**config.mk**
```make
export PLATFORM = sky130hd
export DESIGN_NAME = ref_ladder_control
export DESIGN_NICKNAME = d
export VERILOG_FILES = /design/src/hw/byte_reg.v /design/src/hw/ref_ladder_control.v
export VERILOG_INCLUDE_DIRS = /design/src /design/src/hw
export SDC_FILE = /design/constraint.sdc
export NUM_CORES = 1
export LEC_CHECK = 0
export BUFFER_PORTS_ARGS = -buffer_cell sky130_fd_sc_hd__buf_2
export CAP_MARGIN = 20
export CORE_UTILIZATION = 40
export DETAILED_ROUTE_END_ITERATION = 8
export MAX_ROUTING_LAYER = met4
export PLACE_DENSITY = 0.91
export SETUP_SLACK_MARGIN = 0.5
export SLEW_MARGIN = 20
export SYNTH_ARGS = -nofsm -noshare
export SYNTH_HDL_FRONTEND = slang
export SYNTH_SLANG_ARGS = --single-unit
```
**constraint.sdc**
```tcl
create_clock -name pclk -period 1.8 [get_ports pclk]
set_input_delay 0.09 -clock pclk [delete_from_list [all_inputs] [get_ports pclk]]
set_output_delay 0.09 -clock pclk [all_outputs]
set_load 0.1 [all_outputs]
```
**src/hw/ref_ladder_regs.vh**
```
// Constants for the reference ladder control block: offsets, field positions, reset values.
// Assumes inclusion by bare name from the design files; definitions only.
`ifndef REF_LADDER_REGS_VH
`define REF_LADDER_REGS_VH
// Register indices as printed; byte address is four times the index.
`define COMPARATOR_CONFIG_INDEX 8'h9C
`define REFERENCE_LADDER_CONTROL_INDEX 8'h9D
`define COMPARATOR_CONFIG_ADDR 10'h270
`define REFERENCE_LADDER_CONTROL_ADDR 10'h274
// Field positions of the ladder control register.
`define LADDER_POWER_ON_BIT 7
`define LADDER_PIN_OUTPUT_ENABLE_BIT 6
`define LADDER_RANGE_SELECT_BIT 5
`define LADDER_UNUSED_BIT 4
`define LADDER_TAP_MSB 3
`define LADDER_TAP_LSB 0
`define LADDER_WRITE_MASK 8'hEF
// Comparator configuration fields.
`define COMPARATOR_MODE_MSB 2
`define COMPARATOR_MODE_LSB 0
`define COMPARATOR_WRITE_MASK 8'h3F
`define COMPARATOR_MODE_LADDER 3'h6
`define COMPARATOR_MODE_OFF 3'h7
// Reset values.
`define REFERENCE_LADDER_CONTROL_RESET 8'h00
`define COMPARATOR_CONFIG_RESET 8'h07
`endif

```
**src/hw/byte_reg.v**
```verilog
// One 8-bit software register with a per-bit write mask.
// Assumes a single clock and an asynchronous active-low reset.
module byte_reg #(
    parameter [7:0] RESET_VALUE = 8'h00,
    parameter [7:0] WRITE_MASK = 8'hFF
) (
    input wire pclk,
    input wire presetn,
    input wire write_strobe,
    input wire [7:0] write_data,
    output reg [7:0] value
);

    // Masked bits keep their reset value, so unimplemented bits always read as the matching RESET_VALUE bits.
    always @(posedge pclk or negedge presetn) begin
        if (!presetn) begin
            value <= RESET_VALUE;
        end else if (write_strobe) begin
            value <= (write_data & WRITE_MASK) | (value & ~WRITE_MASK);
        end
    end

endmodule // byte_reg

```
**src/hw/ref_ladder_control.v**
```verilog
// Reference ladder control: ladder control register and comparator configuration register on APB.
// Assumes one 40 MHz clock pclk, asynchronous active-low presetn and an APB master with 32-bit data.
// The master keeps address, direction and write data steady from the setup cycle until pready.
// Each register sits alone in an aligned word; only byte lane 0 carries data, upper lanes read zero.
// Timing: pready answers in the first access cycle; controls follow one clock after the write edge.
// Limitation: there are no byte strobes, so every write replaces the whole writable low byte.
// Reset: presetn loads both registers and all outputs with their reset values at once, without waiting for a clock.
// The analog ladder, its pin switch and the comparators sit outside and see only the registered controls.
`include "ref_ladder_regs.vh"

module ref_ladder_control (
    input wire pclk,
    input wire presetn,
    input wire psel,
    input wire penable,
    input wire pwrite,
    input wire [31:0] paddr,
    input wire [31:0] pwdata,
    output reg [31:0] prdata,
    output reg pready,
    output reg pslverr,
    output reg ladder_power_on,
    output reg ladder_pin_output_enable,
    output reg ladder_range_select,
    output reg [3:0] ladder_tap_select,
    output reg [2:0] comparator_mode_field,
    output reg ladder_to_comparators,
    output reg comparators_off
);

    ////////////////////////////////////////////////////////////////////////////////
    // Bus decode.

    wire [7:0] ladder_ctrl;
    wire [7:0] comp_cfg;
    wire hit_ladder;
    wire hit_comp;
    wire setup_phase;
    wire access_phase;

    // All 32 address bits decode; upper address bits must be zero to hit.
    assign hit_ladder = (paddr == {22'h000000, `REFERENCE_LADDER_CONTROL_ADDR});
    assign hit_comp = (paddr == {22'h000000, `COMPARATOR_CONFIG_ADDR});
    assign setup_phase = psel && !penable;
    // The write lands in the access cycle where pready is already high.
    assign access_phase = psel && penable && pready;

    // Write strobes, one per register, each high only in the completing access cycle.
    wire write_ladder;
    wire write_comp;
    assign write_ladder = access_phase && pwrite && hit_ladder;
    assign write_comp = access_phase && pwrite && hit_comp;

    // Named views of the stored fields, so the output logic reads like the register map.
    wire ctrl_power;
    wire ctrl_pin;
    wire ctrl_range;
    wire [3:0] ctrl_tap;
    wire [2:0] cfg_mode;
    assign ctrl_power = ladder_ctrl[`LADDER_POWER_ON_BIT];
    assign ctrl_pin = ladder_ctrl[`LADDER_PIN_OUTPUT_ENABLE_BIT];
    assign ctrl_range = ladder_ctrl[`LADDER_RANGE_SELECT_BIT];
    assign ctrl_tap = ladder_ctrl[`LADDER_TAP_MSB:`LADDER_TAP_LSB];
    assign cfg_mode = comp_cfg[`COMPARATOR_MODE_MSB:`COMPARATOR_MODE_LSB];

    ////////////////////////////////////////////////////////////////////////////////
    // Register storage.

    // Ladder control, bit 4 masked off so writes cannot reach it.
    byte_reg #(
        .RESET_VALUE(`REFERENCE_LADDER_CONTROL_RESET),
        .WRITE_MASK(`LADDER_WRITE_MASK)
    ) ladder_reg (
        .pclk(pclk),
        .presetn(presetn),
        .write_strobe(write_ladder),
        .write_data(pwdata[7:0]),
        .value(ladder_ctrl)
    );

    // Comparator configuration; the comparator output bits 7:6 are not modelled and read zero.
    byte_reg #(
        .RESET_VALUE(`COMPARATOR_CONFIG_RESET),
        .WRITE_MASK(`COMPARATOR_WRITE_MASK)
    ) comp_reg (
        .pclk(pclk),
        .presetn(presetn),
        .write_strobe(write_comp),
        .write_data(pwdata[7:0]),
        .value(comp_cfg)
    );

    ////////////////////////////////////////////////////////////////////////////////
    // APB answer: no wait state, so pready rises in the first access cycle.
    //
    // The answer is split into a read multiplexer, a next-state block and the flops, so that
    // every bus output leaves a flop and the mux stays free of the protocol timing.

    reg [7:0] read_byte;
    reg next_pready;
    reg next_pslverr;
    reg [31:0] next_prdata;

    // Read multiplexer; both hits can never be high together, so the default covers misses.
    always @* begin
        read_byte = 8'h00;
        case ({hit_ladder, hit_comp})
            2'b10: begin
                read_byte = ladder_ctrl;
            end
            2'b01: begin
                read_byte = comp_cfg;
            end
            default: begin
                read_byte = 8'h00;
            end
        endcase
    end

    // Only a setup cycle raises the answer; in every other cycle pready and pslverr fall,
    // which makes them one-cycle pulses, while prdata holds until the next setup.
    always @* begin
        next_pready = 1'b0;
        next_pslverr = 1'b0;
        next_prdata = prdata;
        if (setup_phase) begin
            next_pready = 1'b1;
            // Unmapped addresses answer with an error and zero data.
            next_pslverr = !(hit_ladder || hit_comp);
            // A write clears the read data, so an old byte never poses as an answer.
            if (pwrite) begin
                next_prdata = 32'h00000000;
            end else begin
                next_prdata = {24'h000000, read_byte};
            end
        end
    end

    // Answer flops.
    always @(posedge pclk or negedge presetn) begin
        if (!presetn) begin
            pready <= 1'b0;
            pslverr <= 1'b0;
            prdata <= 32'h00000000;
        end else begin
            pready <= next_pready;
            pslverr <= next_pslverr;
            prdata <= next_prdata;
        end
    end

    ////////////////////////////////////////////////////////////////////////////////
    // Ladder and comparator controls, registered so every output comes from a flop.

    reg next_ladder_power_on;
    reg next_ladder_pin_output_enable;
    reg next_ladder_range_select;
    reg [3:0] next_ladder_tap_select;
    reg [2:0] next_comparator_mode_field;
    reg next_ladder_to_comparators;
    reg next_comparators_off;

    // Gating by the power bit keeps the pin switch and tap decoder idle when the
    // ladder is off, so no path draws current through a dead ladder.
    // The stored bits survive power-down, so software finds them again at power-up;
    // the range bit passes ungated, as it only picks a tap set and switches no current.
    always @* begin
        next_ladder_power_on = ctrl_power;
        next_ladder_range_select = ctrl_range;
        if (ctrl_power) begin
            next_ladder_pin_output_enable = ctrl_pin;
            next_ladder_tap_select = ctrl_tap;
        end else begin
            next_ladder_pin_output_enable = 1'b0;
            next_ladder_tap_select = 4'h0;
        end
    end

    ////////////////////////////////////////////////////////////////////////////////
    // Comparator mode decode.

    // The ladder reaches the comparators in one mode only; the off mode is also the reset mode.
    // Both decodes are registered with the mode itself, so they never disagree with it.
    always @* begin
        next_comparator_mode_field = cfg_mode;
        next_ladder_to_comparators = (cfg_mode == `COMPARATOR_MODE_LADDER);
        next_comparators_off = (cfg_mode == `COMPARATOR_MODE_OFF);
    end

    ////////////////////////////////////////////////////////////////////////////////
    // Output flops.

    // The reset values match what the next-state logic gives for the reset register contents,
    // so the first clock after reset changes no output.
    always @(posedge pclk or negedge presetn) begin
        if (!presetn) begin
            ladder_power_on <= 1'b0;
            ladder_pin_output_enable <= 1'b0;
            ladder_range_select <= 1'b0;
            ladder_tap_select <= 4'h0;
            comparator_mode_field <= `COMPARATOR_MODE_OFF;
            ladder_to_comparators <= 1'b0;
            comparators_off <= 1'b1;
        end else begin
            ladder_power_on <= next_ladder_power_on;
            ladder_pin_output_enable <= next_ladder_pin_output_enable;
            ladder_range_select <= next_ladder_range_select;
            ladder_tap_select <= next_ladder_tap_select;
            comparator_mode_field <= next_comparator_mode_field;
            ladder_to_comparators <= next_ladder_to_comparators;
            comparators_off <= next_comparators_off;
        end
    end

endmodule // ref_ladder_control

```
==> flow_summary.toml <==
[status]
status = "complete, no violations"

[synth]
postSynthAreaPerCell_sq_um = 13.2
seq_area_frac_synth = 0.552
synth_cells = 121
synthAdderAreaFrac = 0.0234
synth_xor_area_frac = 0
synthSimpleGateAreaFrac = 0.147
ys_ff_latch = 35
synth-main-ff-cell = "dfrtp_1"
synthArstFlopShare = 1.00
synth_compound_area_frac = 0.0477
synth_top_family_by_area = "simple AND/OR/NAND/NOR gates"
yosysWarnings = 0
synth_edf_count = 0
synth_cell_types = 25
syn_area_sq_um = 1600
synth.mux.area_fraction = 0.0914

[route]
ant_nets = 0
drc = 0
wl_microns = 3590
vias_per_cell = 4.82
drt_iter0_markers = 64
first_pass_iters = 4
vias = 1220
wl_per_cell_microns = 14.2

[cells_and_area]
nets = 276
syn_to_final_growth_pct = 48.2
fillers = 311
final_common_cell = "buf_2"
final_cell_mix = "57 x buf_2, 27 x dfrtp_1, 24 x conb_1, 11 x mux2_4, 10 x buf_4"
antenna_cells = 0
drive_gt1_frac = 0.600

[floorplan]
dieArea_sq_um = 4260
placementRows = 22
start_util = 0.428
die_h_microns = 65.3
ios = 115
core-area_sq_um = 3740
die_x_microns = 65.3

[global_routing]
antenna_found_initial = 0
grt_usage = 0.178
grt_pass1_vias = 1132
grt_max_degree = 36
grt_pass1_wl_microns = 5340
grt_overflow = 0

[setup_path]
ff2ff_setup_slack_ps = 320
crit_type = "input port to register"
cp-startpoint = "paddr[31]"
rr_endpoint = "comp_reg.value[4]"
reg2reg_depth = 4
startpoint_type = "input port"
worstPathMaxFanout = 6
worst-endpoint-arrival_ps = 1900
endpoint_kind = "register"
crit_end = "prdata[5]"
critPathRequiredTime_ps = 1970
rr_startpoint = "pready"

[timing]
maxSlewHeadroom = 0.518
finClkSkew_ps = 3.23
hold_viol = 0
period_share = 0.964
rsz0062_at_grt = "yes"
setup_viol = 0
fin_crit_ps = 1730
worstMarginPinSlew_ps = 723
tns_ps = 0
final.setup.worst_slack_ps = 65.4
fmaxAchievable_mhz = 577
finalMaxSlewViolations = 0

[clock_network]
clk_pin_slew_ps = 70
clk_latency_ps = 290
cts_buffers = 5
cts_buffer_depth = 2
htreeDepth = 2
cts_tree = "yes"
cts.sinks = 35
clockRootBuffer = "clkbuf_8"

[place]
place_hpwl_microns = 2560
port_buffers = 66
place_ws_ps = -347
place_congestion = 0.759

[power]
leakage_nw = 1.28
ir_worst_vdd_uv = 355
powerDensity_nw_per_um2 = 773

[min_path]
hold_path.class = "input port to register"

[flow_run]
drv_cap = 0
how the worst min path moves through the flow:
stage          cells after the start      start  slack (ps)                       end
3_3_place_gp                       1    presetn         180       ladder_range_select
2_1_floorplan                      0    presetn        -210         comp_reg.value[3]
4_1_cts                            2  pwdata[6]          30       ladder_reg.value[6]
5_1_grt                            2  pwdata[6]          30       ladder_reg.value[6]
6_report                           2  pwdata[4]          30         comp_reg.value[4]
3_5_place_dp                       1    presetn         180  ladder_pin_output_enable
logic make-up (layout without fill, tap and decap cells):
kind of cell | after synthesis | after routing
AND/OR/NAND/NOR | 27 | 27
other | 1 | 24
flip-flops | 35 | 35
adder cells (fa/ha/maj) | 3 | 3
multiplexers | 13 | 13
buffers and inverters | 34 | 95
AO/OA/AOI/OAI | 8 | 8
synthesized netlist by cell type, types with 2 or more instances:
cell type	number	share of area
a222oi_1	5	0.031
a22o_1	3	0.016
and2_1	6	0.023
buf_4	24	0.11
dfrtp_1	28	0.44
dfstp_2	7	0.11
ha_1	3	0.023
inv_1	9	0.021
mux2_2	13	0.091
nand4_2	2	0.016
nor3_1	2	0.0063
nor4_1	4	0.016
nor4_4	2	0.027
nor4b_2	2	0.019
state kept, by name (all words and copies together), names as in the netlist:
signal	flops
prdata	8
ladder_reg.value	7
comp_reg.value	6
ladder_tap_select	4
comparator_mode_field	3
comparators_off	1
ladder_pin_output_enable	1
ladder_power_on	1
ladder_range_select	1
ladder_to_comparators	1
pready	1
pslverr	1
stage by stage:
stage	instances	area, sq um	util	hold WS, ps	power (mW)
after floorplan	144	1830	-	-206	1.10
after global placement	243	2130	0.568	181	1.14
after detailed placement	243	2130	0.568	185	1.14
after CTS	252	2310	0.617	30.0	1.84
after global routing	253	2370	0.634	27.8	1.89
final	253	2370	0.634	33.8	1.83
worst max-delay path, stage by stage:
cell and delay [ps]:
buf_2 120, nor4_4 330, nand4_4 180, nor3_2 230, inv_2 80, ha_4 240, and4bb_4 230, a222oi_1 330
inv_1 80
final cells by class:
type	instances	area, sq um	area share
clock buffers	7	76.3	0.0322
well taps	48	60.1	0.0253
multi-input cells	75	790	0.333
inverters	9	33.8	0.0142
flip-flops and latches	35	888	0.374
repair buffers	78	495	0.209
clock inverters	1	30.0	0.0127
routing by layer:
layer	wire (microns)	share of wire	track usage	vias up
li1	-	-	-	547
met1	1290	0.36	0.191	604
met2	1960	0.55	0.307	59
met3	243	0.068	0.0538	10
met4	95	0.026	0.0652	0
met5	0	0	-	-
power breakdown:
group	internal, mW	total [mW]	leakage [nW]	switching, mW
combinational	0.0600	0.357	0.764	0.297
sequential	0.790	0.791	0.460	0.00101
clock	0.414	0.686	0.0524	0.272
total	1.26	1.83	1.28	0.570
timing repair:
item                                    4_1_cts  5_1_grt
endpoints found under the setup margin       25       21
pin swaps                                    11       16
hold buffers                                  1        0
endpoints found under the hold margin        28        0
gates resized for setup                      14       11
setup buffers                                 0        1
(Power assumes the default switching activity.)
